--- src/bccc_pkg.sv ---
// constants, types and helpers for the charge cycle controller
// assumes a 10 MHz system clock and a 1 mV feedback measurement code
package bccc_pkg;

    // ------------------------------------------------------------
    // clock and safety timer
    // ------------------------------------------------------------
    localparam longint unsigned CLK_HZ        = 64'd10_000_000;
    localparam longint unsigned SAFETY_HOURS  = 64'd12;
    localparam longint unsigned SEC_PER_HOUR  = 64'd3600;
    localparam longint unsigned SAFETY_CYCLES = SAFETY_HOURS * SEC_PER_HOUR * CLK_HZ;
    localparam int              TMR_W         = 41;

    // ------------------------------------------------------------
    // apb register map
    // ------------------------------------------------------------
    localparam logic [7:0] ADDR_CTRL   = 8'h00;
    localparam logic [7:0] ADDR_LIMIT  = 8'h04;
    localparam logic [7:0] ADDR_STATUS = 8'h08;

    // control register fields
    localparam int CTRL_CHG_EN  = 0;
    localparam int CTRL_HIZ     = 1;
    localparam int CTRL_PRE_EN  = 2;
    localparam int CTRL_TERM_EN = 3;
    localparam int CTRL_TMR_EN  = 4;
    localparam int CTRL_PIN_EN  = 5;
    localparam int CTRL_RCH_LO  = 6;
    localparam int CTRL_W       = 8;
    localparam logic [CTRL_W-1:0] CTRL_RESET = 8'hFD;

    // charge current field: code times 50 mA
    localparam int         LIM_W      = 9;
    localparam logic [8:0] LIM_MIN    = 9'h008;
    localparam logic [8:0] LIM_MAX    = 9'h190;
    localparam logic [6:0] PCT_PRE    = 7'h14;
    localparam logic [6:0] PCT_TERM   = 7'h0A;
    localparam logic [6:0] PCT_FULL   = 7'h64;

    // ------------------------------------------------------------
    // feedback thresholds, mV and permille
    // ------------------------------------------------------------
    localparam int          FB_W       = 12;
    localparam logic [11:0] FB_TARGET  = 12'h600;
    localparam logic [9:0]  PM_LOWV    = 10'h29B;
    localparam logic [9:0]  PM_SHORT   = 10'h12C;
    localparam logic [9:0]  PM_RCH0    = 10'h3A2;
    localparam logic [9:0]  PM_RCH1    = 10'h3AF;
    localparam logic [9:0]  PM_RCH2    = 10'h3B8;
    localparam logic [9:0]  PM_RCH3    = 10'h3D0;
    localparam logic [9:0]  PM_FULL    = 10'h3E8;

    // ------------------------------------------------------------
    // reported phase codes
    // ------------------------------------------------------------
    typedef enum logic [2:0] {
        PH_IDLE    = 3'b000,
        PH_TRICKLE = 3'b001,
        PH_PRE     = 3'b010,
        PH_CC      = 3'b011,
        PH_CV      = 3'b100,
        PH_DONE    = 3'b111
    } bccc_phase_t;

    function automatic logic [11:0] bccc_fb_pm(input logic [9:0] pm);
        logic [21:0] prod;
        prod = FB_TARGET * pm;
        return 12'(prod / PM_FULL);
    endfunction

    function automatic logic [8:0] bccc_pct(input logic [8:0] v, input logic [6:0] p);
        logic [15:0] prod;
        prod = v * p;
        return 9'(prod / PCT_FULL);
    endfunction

endpackage

--- src/bccc_charge_ctrl.sv ---
// charge cycle sequencer with apb registers and current limit logic
// assumes synchronous digital inputs: feedback in mV, currents in 50 mA codes
//
// Contract
// - enabled device runs whole cycle alone
// - start needs input, no hiz, bias, enable, no faults
// - terminate: low current, high voltage, no regulation
// - discharge below recharge field restarts cycle
// - enable toggle after completion restarts charging
// - phase reported as three bit code
// - alert pulse on every phase change
// - trickle below short, precharge below low
// - cleared precharge bit skips trickle, precharge
// - without precharge, full current below target
// - limit is lower of pin and register
// - precharge twenty, termination ten percent pin
// - pin above reference enters current regulation
// - grounded pin leaves register limit alone
// - pin disable bit ignores pin entirely
// - register codes 400 to 20000 mA
// - register resets to maximum code
// - target 1.536 V, low 66.7%, recharge 97.6%
// - cycle start picks phase from voltage
// - regulation suspends termination, halves timer rate
//
// Chosen here: the APB register port and the register addresses.
`timescale 1ns/100ps
`default_nettype none
module bccc_charge_ctrl
    import bccc_pkg::*;
#(
    parameter longint unsigned SAFETY_LIMIT = SAFETY_CYCLES
) (
    // clock and reset
    input  wire logic             clk_sys,
    input  wire logic             rst_n,
    // apb slave
    input  wire logic             psel,
    input  wire logic             penable,
    input  wire logic             pwrite,
    input  wire logic [7:0]       paddr,
    input  wire logic [31:0]      pwdata,
    output logic                  pready,
    output logic                  pslverr,
    output logic      [31:0]      prdata,
    // start qualification and input limit flag
    input  wire logic             inputWindowOk,
    input  wire logic             hizPin,
    input  wire logic             biasGood,
    input  wire logic             chargeEnablePin_n,
    input  wire logic             thermFault,
    input  wire logic             inputLimitActive,
    // battery measurements
    input  wire logic [FB_W-1:0]  feedbackLevel,
    input  wire logic [LIM_W-1:0] chargeCurrent,
    // current limit pin
    input  wire logic [LIM_W-1:0] pinLimit,
    input  wire logic             pinGrounded,
    input  wire logic             pinAboveRef,
    // charge status and targets
    output logic      [2:0]       chargePhase,
    output logic                  hostAlert,
    output logic                  timerFault,
    output logic      [LIM_W-1:0] chargeLimit,
    output logic      [LIM_W-1:0] prechargeLimit,
    output logic      [LIM_W-1:0] termLimit,
    output logic      [LIM_W-1:0] currentTarget,
    output logic                  currentRegulating,
    output logic                  pinMonitorActive
);

    typedef struct packed {
        logic [CTRL_W-1:0] ctrl;
        logic [LIM_W-1:0]  limitReg;
        logic [31:0]       rdata;
        bccc_phase_t       phase;
        logic              finished;
        logic              enPrev;
        logic              alert;
        logic [LIM_W-1:0]  limit;
        logic [LIM_W-1:0]  preLimit;
        logic [LIM_W-1:0]  termLim;
        logic [LIM_W-1:0]  target;
        logic              regulating;
        logic              monitor;
    } bccc_state_t;

    localparam logic [11:0] FB_LOWV  = bccc_fb_pm(PM_LOWV);
    localparam logic [11:0] FB_SHORT = bccc_fb_pm(PM_SHORT);

    bccc_state_t cur;
    bccc_state_t next_cur;

    logic             chargeOn;
    logic             enRise;
    logic             startOk;
    logic             pinUse;
    logic             tmrExpired;
    logic             tmrClear;
    logic             tmrRun;
    logic [FB_W-1:0]  rechargeLevel;
    logic [LIM_W-1:0] wrLimit;
    logic             mapped;
    logic             setupPhase;
    logic             writeAccess;

    // ------------------------------------------------------------
    // qualification and threshold selection
    // ------------------------------------------------------------
    assign chargeOn = cur.ctrl[CTRL_CHG_EN] && !chargeEnablePin_n;
    assign enRise   = chargeOn && !cur.enPrev;
    assign startOk  = inputWindowOk && !hizPin && !cur.ctrl[CTRL_HIZ] && biasGood
                      && chargeOn && !thermFault && !tmrExpired;
    assign pinUse   = cur.ctrl[CTRL_PIN_EN] && !pinGrounded;

    always_comb begin
        case (cur.ctrl[CTRL_RCH_LO +: 2])
            2'b00:   rechargeLevel = bccc_fb_pm(PM_RCH0);
            2'b01:   rechargeLevel = bccc_fb_pm(PM_RCH1);
            2'b10:   rechargeLevel = bccc_fb_pm(PM_RCH2);
            default: rechargeLevel = bccc_fb_pm(PM_RCH3);
        endcase
    end

    // clamp written code to legal range
    always_comb begin
        wrLimit = pwdata[LIM_W-1:0];
        if (pwdata[LIM_W-1:0] < LIM_MIN) begin
            wrLimit = LIM_MIN;
        end else if (pwdata[LIM_W-1:0] > LIM_MAX || pwdata[31:LIM_W] != '0) begin
            wrLimit = LIM_MAX;
        end
    end

    // ------------------------------------------------------------
    // apb handshake
    // ------------------------------------------------------------
    assign mapped      = (paddr == ADDR_CTRL) || (paddr == ADDR_LIMIT) || (paddr == ADDR_STATUS);
    assign setupPhase  = psel && !penable;
    assign writeAccess = psel && penable && pwrite && mapped;
    assign pready      = 1'b1;
    assign pslverr     = psel && penable && !mapped;

    // ------------------------------------------------------------
    // safety timer
    // ------------------------------------------------------------
    assign tmrClear = enRise || (cur.phase == PH_DONE);
    assign tmrRun   = cur.ctrl[CTRL_TMR_EN] && startOk
                      && (cur.phase != PH_IDLE) && (cur.phase != PH_DONE);

    bccc_safety_timer #(
        .LIMIT    (SAFETY_LIMIT)
    ) u_timer (
        .clk_sys  (clk_sys),
        .rst_n    (rst_n),
        .clear    (tmrClear),
        .run      (tmrRun),
        .halfRate (inputLimitActive),
        .expired  (tmrExpired)
    );

    // ------------------------------------------------------------
    // next state
    // ------------------------------------------------------------
    always_comb begin
        next_cur        = cur;
        next_cur.enPrev = chargeOn;

        if (setupPhase) begin
            case (paddr)
                ADDR_CTRL:   next_cur.rdata = 32'(cur.ctrl);
                ADDR_LIMIT:  next_cur.rdata = 32'(cur.limitReg);
                ADDR_STATUS: next_cur.rdata = {23'h00_0000, cur.monitor, cur.regulating,
                                               cur.finished, tmrExpired, startOk,
                                               1'b0, cur.phase};
                default:     next_cur.rdata = 32'h0000_0000;
            endcase
        end
        if (writeAccess && paddr == ADDR_CTRL) begin
            next_cur.ctrl = pwdata[CTRL_W-1:0];
        end
        if (writeAccess && paddr == ADDR_LIMIT) begin
            next_cur.limitReg = wrLimit;
        end

        if (enRise) begin
            next_cur.finished = 1'b0;
        end

        case (cur.phase)
            PH_IDLE: begin
                if (cur.finished && feedbackLevel < rechargeLevel) begin
                    next_cur.finished = 1'b0;
                end
                if (startOk && (!cur.finished || enRise)) begin
                    if (cur.ctrl[CTRL_PRE_EN] && feedbackLevel < FB_SHORT) begin
                        next_cur.phase = PH_TRICKLE;
                    end else if (cur.ctrl[CTRL_PRE_EN] && feedbackLevel < FB_LOWV) begin
                        next_cur.phase = PH_PRE;
                    end else if (feedbackLevel < FB_TARGET) begin
                        next_cur.phase = PH_CC;
                    end else begin
                        next_cur.phase = PH_CV;
                    end
                end
            end
            PH_TRICKLE: begin
                if (!cur.ctrl[CTRL_PRE_EN]) begin
                    next_cur.phase = PH_CC;
                end else if (feedbackLevel >= FB_SHORT) begin
                    next_cur.phase = PH_PRE;
                end
            end
            PH_PRE: begin
                if (!cur.ctrl[CTRL_PRE_EN] || feedbackLevel >= FB_LOWV) begin
                    next_cur.phase = PH_CC;
                end
            end
            PH_CC: begin
                if (feedbackLevel >= FB_TARGET) begin
                    next_cur.phase = PH_CV;
                end
            end
            PH_CV: begin
                if (cur.ctrl[CTRL_TERM_EN] && chargeCurrent < cur.termLim
                    && feedbackLevel > rechargeLevel && !inputLimitActive) begin
                    next_cur.phase    = PH_DONE;
                    next_cur.finished = 1'b1;
                end
            end
            PH_DONE: begin
                if (feedbackLevel < rechargeLevel) begin
                    next_cur.phase    = PH_IDLE;
                    next_cur.finished = 1'b0;
                end
            end
            default: next_cur.phase = PH_IDLE;
        endcase

        if (!startOk && cur.phase != PH_DONE) begin
            next_cur.phase = PH_IDLE;
        end else if (!startOk) begin
            next_cur.phase = PH_IDLE;
        end

        next_cur.alert = (next_cur.phase != cur.phase);

        if (pinUse && pinLimit < cur.limitReg) begin
            next_cur.limit = pinLimit;
        end else begin
            next_cur.limit = cur.limitReg;
        end
        next_cur.preLimit   = bccc_pct(pinUse ? pinLimit : cur.limitReg, PCT_PRE);
        next_cur.termLim    = bccc_pct(pinUse ? pinLimit : cur.limitReg, PCT_TERM);
        next_cur.regulating = pinUse && pinAboveRef;
        next_cur.monitor    = pinUse && !pinAboveRef;

        case (next_cur.phase)
            PH_TRICKLE, PH_PRE: next_cur.target = next_cur.preLimit;
            PH_CC, PH_CV:       next_cur.target = next_cur.limit;
            default:            next_cur.target = '0;
        endcase
    end

    always_ff @(posedge clk_sys) begin
        if (!rst_n) begin
            cur          <= '0;
            cur.ctrl     <= CTRL_RESET;
            cur.limitReg <= LIM_MAX;
            cur.limit    <= LIM_MAX;
            cur.phase    <= PH_IDLE;
        end else begin
            cur <= next_cur;
        end
    end

    // ------------------------------------------------------------
    // outputs
    // ------------------------------------------------------------
    // phase code
    assign chargePhase       = cur.phase;
    assign hostAlert         = cur.alert;
    assign timerFault        = tmrExpired;
    assign chargeLimit       = cur.limit;
    assign prechargeLimit    = cur.preLimit;
    assign termLimit         = cur.termLim;
    assign currentTarget     = cur.target;
    assign currentRegulating = cur.regulating;
    assign pinMonitorActive  = cur.monitor;
    assign prdata            = cur.rdata;
endmodule // bccc_charge_ctrl
`default_nettype wire

--- src/bccc_safety_timer.sv ---
// charge safety timer counting in half steps
// assumes clear, run and halfRate come from the sequencing logic
`timescale 1ns/100ps
`default_nettype none
module bccc_safety_timer
    import bccc_pkg::*;
#(
    parameter longint unsigned LIMIT = SAFETY_CYCLES
) (
    // clock and reset
    input  wire logic clk_sys,
    input  wire logic rst_n,
    // control
    input  wire logic clear,
    input  wire logic run,
    input  wire logic halfRate,
    // status
    output logic      expired
);

    typedef struct packed {
        logic [TMR_W-1:0] count;
        logic             expired;
    } bccc_tmr_t;

    localparam logic [TMR_W-1:0] END_COUNT = TMR_W'(LIMIT * 2);
    localparam logic [TMR_W-1:0] STEP_FULL = TMR_W'(2);
    localparam logic [TMR_W-1:0] STEP_HALF = TMR_W'(1);

    bccc_tmr_t cur;
    bccc_tmr_t next_cur;

    // ------------------------------------------------------------
    // count, one full step per cycle or half under regulation
    // ------------------------------------------------------------
    always_comb begin
        next_cur = cur;
        if (clear) begin
            next_cur.count   = '0;
            next_cur.expired = 1'b0;
        end else if (run && !cur.expired) begin
            next_cur.count = cur.count + (halfRate ? STEP_HALF : STEP_FULL);
            if (next_cur.count >= END_COUNT) begin
                next_cur.expired = 1'b1;
            end
        end
    end

    always_ff @(posedge clk_sys) begin
        if (!rst_n) begin
            cur <= '0;
        end else begin
            cur <= next_cur;
        end
    end

    assign expired = cur.expired;

endmodule // bccc_safety_timer
`default_nettype wire
--- config.mk ---
export PLATFORM = sky130hd
export DESIGN_NAME = bccc_charge_ctrl
export DESIGN_NICKNAME = d
export VERILOG_FILES = /design/src/bccc_pkg.sv /design/src/bccc_charge_ctrl.sv /design/src/bccc_safety_timer.sv
export SDC_FILE = /design/constraint.sdc
export NUM_CORES = 1
export LEC_CHECK = 0
export ABC_AREA = 1
export BUFFER_PORTS_ARGS = -buffer_cell sky130_fd_sc_hd__buf_2
export CAP_MARGIN = 20
export CELL_PAD_IN_SITES_DETAIL_PLACEMENT = 1
export CELL_PAD_IN_SITES_GLOBAL_PLACEMENT = 2
export CORE_MARGIN = 10
export CORE_UTILIZATION = 30
export CTS_CLUSTER_DIAMETER = 30
export DETAILED_ROUTE_END_ITERATION = 16
export PLACE_DENSITY = 0.81
export SLEW_MARGIN = 20
export SYNTH_ARGS = -nofsm -noshare
export SYNTH_HDL_FRONTEND = slang
export SYNTH_SLANG_ARGS = --single-unit
--- constraint.sdc ---
create_clock -name clk_sys -period 14.5 [get_ports clk_sys]
set_input_delay 0.725 -clock clk_sys [delete_from_list [all_inputs] [get_ports clk_sys]]
set_output_delay 0.725 -clock clk_sys [all_outputs]
set_load 0.03 [all_outputs]
Word-level counts from Yosys, hierarchy flattened. Index checks and enable logic that the tools add are counted.

Flip-flop bits (word level): 135. Logic and storage cells: 133.

Add/subtract/negate cells: 1. $mul: 2. Divide/modulo/power cells: 2. Magnitude comparators: 13. Equality and inequality tests: 15. Mux-type cells: 24. Bitwise logic cells: 1. Reductions and logical operators: 60.

Operators with widths (count): adder 41 bit (1); >= comparator 41 x 40 -> 1 bit (second input constant) (1); 2-to-1 mux 9 bit (4); logical AND 1 bit (31); 2-to-1 mux 3 bit (10); one-hot mux 9 bit (3 select lines) (1); >= comparator 12 x 11 -> 1 bit (second input constant) (2); less-than comparator 12 x 11 -> 1 bit (second input constant) (2); multiplier 9 x 3 -> 12 bit (second input constant) (2); nonzero test 23 bit (1); one-hot mux 7 bit (3 select lines) (1); less-than comparator 9 bit (2); one-hot mux 3 bit (6 select lines) (1); one-hot mux 9 bit (2 select lines) (1); divider 13 x 7 -> 16 bit (second input constant) (1); divider 14 x 7 -> 16 bit (second input constant) (1); zero test 1 bit (14); == test 3 x 2 -> 1 bit (second input constant) (4); >= comparator 12 x 9 -> 1 bit (second input constant) (1); > comparator 12 bit (1); less-than comparator 12 bit (1); less-than comparator 12 x 9 -> 1 bit (second input constant) (1); == test 3 bit (second input constant) (3); > comparator 9 bit (second input constant) (1); 20 further kinds (30).

Longest topological paths before layout.
Depth after elaboration: 15. Depth in mapped cells: 47.

Cells and area by module. Synthesis repeated with hierarchy kept, for this count alone.

Cells, all modules: 1410. Area, all modules: 8939.8 sq um.

By module, submodules not included: bccc_charge_ctrl (instances 1, cells each 869, area an instance 5828.1 sq um, sequential area each 1341.3 sq um); bccc_safety_timer (instances 1, cells each 541, area an instance 3111.7 sq um, sequential area each 840.8 sq um).

Worst setup path before layout. Ideal clock, no wire load.

Path type: input to register. Start point: in pinGrounded. End point: reg cur (netlist bit currentTarget[0]). Setup time: 0.137 ns. Data arrival time: 5.680 ns. Data required time: 14.363 ns. Path slack: 8.683 ns. Cell stages on the path: 43. Buffers on the path: 2. Cell sequence: inv_1 nand2_1 clkbuf_1 clkbuf_1 o21ai_0 ha_1 ha_1 inv_1 fa_1 inv_1 nand3_1 nand2_1 nand2_1 nand2_1 nand4_4 nand2_4 nand2_4 nand2_2 [7 not listed] nand2_1 nand2_2 nor2_4 nand2_4 nand2_4 nand2_1 nand2_2 nor2_2 o21ai_1 nand2_2 ha_1 or2_2 nand3_1 nor2_1 nand2_1 nand4_1 nand2_1 a21oi_2.

Longest elaborated chain between the ends: 6. Elaborated cells between the ends (all ways): 8.

RTL lines: start, declared (line bccc_charge_ctrl.sv:58) `input wire logic pinGrounded,`; zero test 1 bit (*) (line bccc_charge_ctrl.sv:114) `assign pinUse = cur.ctrl[CTRL_PIN_EN] && !pinGrounded;`; logical AND 1 bit (*) (line bccc_charge_ctrl.sv:114); 2-to-1 mux 9 bit (line bccc_charge_ctrl.sv:253) `next_cur.preLimit = bccc_pct(pinUse ? pinLimit : cur.limitReg, PCT_PRE);`; multiplier 9 x 3 -> 12 bit (line bccc_pkg.sv:73) `prod = v * p;`; divider 14 x 7 -> 16 bit (line bccc_pkg.sv:74) `return 9'(prod / PCT_FULL);`; one-hot mux 9 bit (2 select lines) (*) (line bccc_charge_ctrl.sv:258) `case (next_cur.phase)`; end signal, assigned (line bccc_charge_ctrl.sv:273) `cur <= next_cur;`; end, declared (line bccc_charge_ctrl.sv:91) `bccc_state_t cur;`.

Every way passes the cells marked *; elsewhere a longest branch is shown, timed or not. A chain may end at the register's enable or synchronous reset.

Worst setup path after layout. Same ends and word-level chain as after synthesis.

==> results.json <==
{
  "ys_top_cells_by_count": "nand2_1 (245), inv_1 (163), dfxtp_1 (109), nor2_1 (106), a21oi_1 (80)",
  "maxCapViolations": 0,
  "clock_latency_ps": 360,
  "rr_worst_depth": 40,
  "ys_top_cells_by_area": "dfxtp_1 (26%), nand2_1 (11%), inv_1 (7.4%)",
  "worst_hold_path_type": "reg -> reg",
  "cts_num_sinks": 109,
  "wl_per_cell_um": 15.1,
  "max_stage_delay_ps": 580,
  "grt_overflow": 0,
  "slowest_stage": "o21ai_1",
  "antenna_left": 0,
  "drt-pass1-iter-count": 4,
  "num-nets-final": 1442,
  "rsz0062_at_grt": "no",
  "synth-edff-count": 0,
  "synth_area_per_cell_sq_um": 6.72,
  "p_per_area_nw_per_um2": 154,
  "final_max_slew_viol_count": 0,
  "cts_setup_buffers": 0,
  "critPathArrivalTime_ps": 6450,
  "syn_area_sq_um": 8310,
  "dp.cells": 1676,
  "grt_pass1_vias": 8429,
  "cp_max_fo": 21,
  "yosys.area.top_type": "dfxtp_1",
  "holdPathStages": 2,
  "hpwl_um": 21100,
  "worst_setup_path_start_kind": "primary input",
  "io_pins": 160,
  "relSlewSlack_pct": 37.4,
  "antenna_cells_inserted": 0,
  "ys_types": 58,
  "required_ps": 14710,
  "cts_resized": 0,
  "clkTransAtPathRegs_ps": 80,
  "yosysTopAreaCellShare_pct": 26.2,
  "finClkSkew_ps": 12.4,
  "grt_first_pass_wirelength_um": 42200,
  "reg2reg_from": "cur[90]",
  "synthCells": 1238,
  "ys_seq_elements": 109,
  "vias_per_cell": 4.69,
  "drt_iter0_markers": 278,
  "syn_to_final_growth_pct": 11.0,
  "startpoint": "pinGrounded",
  "numCtsBuffers": 9,
  "async_flop_share_pct": 0,
  "tns_ps": 0,
  "path_common_cell": "nand2_1",
  "grt_usage_pct": 14.4,
  "regToRegSetupSlack_ps": 8320,
  "r2r_end": "currentTarget[0]",
  "die_h_um": 186,
  "placementRows": 60,
  "fp.dieW_um": 186,
  "drc_errors": 0,
  "max_freq_ghz": 0.160,
  "drt_wl_total_um": 25600,
  "min_to": "prdata[8]",
  "status": "complete, no violations",
  "antenna_found_initial": 0,
  "clock_path_buffers": 2,
  "die_area_sq_um": 34800,
  "yosys_warnings": 0,
  "synth.most_common_cell": "nand2_1",
  "coreArea_sq_um": 27100,
  "hold_viol": 0,
  "ir_drop_mv": 0.101,
  "critical_path_class": "in -> reg",
  "initial_core_util_pct": 30.7,
  "endpoint_kind": "flop",
  "portBuffers": 132,
  "finalCritPeriodShare_pct": 43.0,
  "power_leakage_nw": 4.27,
  "ys_seq_area_share_pct": 26.2,
  "cts_hold_buf": 0,
  "finalSetupViolCount": 0,
  "hp-start": "prdata[8]",
  "place.gp.congestion": 0.827,
  "finalPower_mw": 1.42,
  "num_vias": 7934,
  "drive_above_1_share_pct": 18.0,
  "grt_max_degree": 47,
  "stdcell_count": 1692,
  "fin_crit_ps": 6240,
  "tightest_slew_ps": 931,
  "cts_tree": "built",
  "htree_levels": 3,
  "cts_root_buf": "clkbuf_16",
  "synthFlopType": "dfxtp_1"
}
-- area by class of cell --
class                           instances  area, sq um
Clock buffer                           11          243
Clock inverter                          5         42.5
Fill cell                            3505        17900
Inverter                              181          681
Multi-Input combinational cell        879         4930
Sequential cell                       109         2180
Tap cell                              372          465
Timing Repair Buffer                  135          683
-- report_power, final --
| group | leakage [nW] | internal, mW | switching, mW | total, mW |
|---|---|---|---|---|
| clock | 0.137 | 0.124 | 0.124 | 0.248 |
| sequential | 0.884 | 0.317 | 0.00515 | 0.322 |
| combinational | 3.25 | 0.270 | 0.583 | 0.854 |
| total | 4.27 | 0.711 | 0.713 | 1.42 |
-- placed cells by master (no fill, tap or decap), types with 3 or more instances in the layout --
cell type / count
nand2_1: 245
inv_1: 163
buf_2: 132
dfxtp_1: 109
nor2_1: 106
a21oi_1: 80
o21ai_0: 79
nand3_1: 62
ha_1: 42
xor2_1: 30
conb_1: 27
nor3_1: 25
nand4_1: 23
nand2_2: 21
o211ai_1: 15
inv_2: 12
nor4_1: 12
nand3_2: 11
nand2_4: 11
o21ai_1: 9
clkbuf_16: 9
xnor2_1: 8
a21oi_2: 6
nor2_2: 6
clkinv_1: 5
a211oi_1: 5
nor2_4: 4
nand3_4: 4
o22ai_1: 4
or2_2: 4
o221ai_1: 4
nand3b_1: 3
buf_4: 3
-- flip-flops by register name (all words and copies together), names as in the netlist --
signal / flops
currentRegulating: 1
prechargeLimit: 8
u_timer.expired: 1
cur: 19
currentTarget: 9
hostAlert: 1
termLimit: 7
prdata: 9
pinMonitorActive: 1
chargeLimit: 9
chargePhase: 3
u_timer.cur: 41
-- critical path: cells and delay by family --
kind	cells	cell delay, ps
AO/OA/AOI/OAI	2	640
AND/OR/NAND/NOR	30	3550
adder cells (fa/ha/maj)	4	1090
buffers and inverters	6	430
-- routing by layer --
metal / vias up / share of wire, % / global-route usage, %
li1: 4100 / - / -
met1: 3719 / 45 / 16.9
met2: 101 / 51 / 26.5
met3: 14 / 3.3 / 2.79
met4: 0 / 0.98 / 2.85
met5: - / 0 / 0
-- metrics by stage --
step                      utilization, %  setup slack (ps)  hold slack (ps)  cell area [sq um]
after global placement              33.0              8080              456               8940
after detailed placement            33.0              7880              460               8940
after CTS                           34.0              8240              473               9230
after floorplan                        -              8680              446               8410
final                               34.0              8260              468               9230
after global routing                34.0              7500              496               9230
-- how the worst max path moves through the flow --
stage | slack [ps] | end | depth (start not counted)
4_1_cts | 8240 | currentTarget[0] | 42
5_1_grt | 7500 | currentTarget[0] | 43
6_report | 8260 | currentTarget[0] | 42
2_1_floorplan | 8680 | currentTarget[0] | 43
3_3_place_gp | 8080 | currentTarget[0] | 41
3_5_place_dp | 7880 | currentTarget[0] | 42
-- logic make-up after synthesis --
logic type / count (synthesis) / share of synthesized area (%)
xor+xnor: 38 / 4.00
buf+inv: 275 / 15.7
other cells: 2 / 0.0903
flops: 109 / 26.2
simple gates: 550 / 32.0
compound gates: 220 / 15.1
fa+ha+maj: 44 / 6.80
No activity file was read; power rests on OpenSTA's default activity.
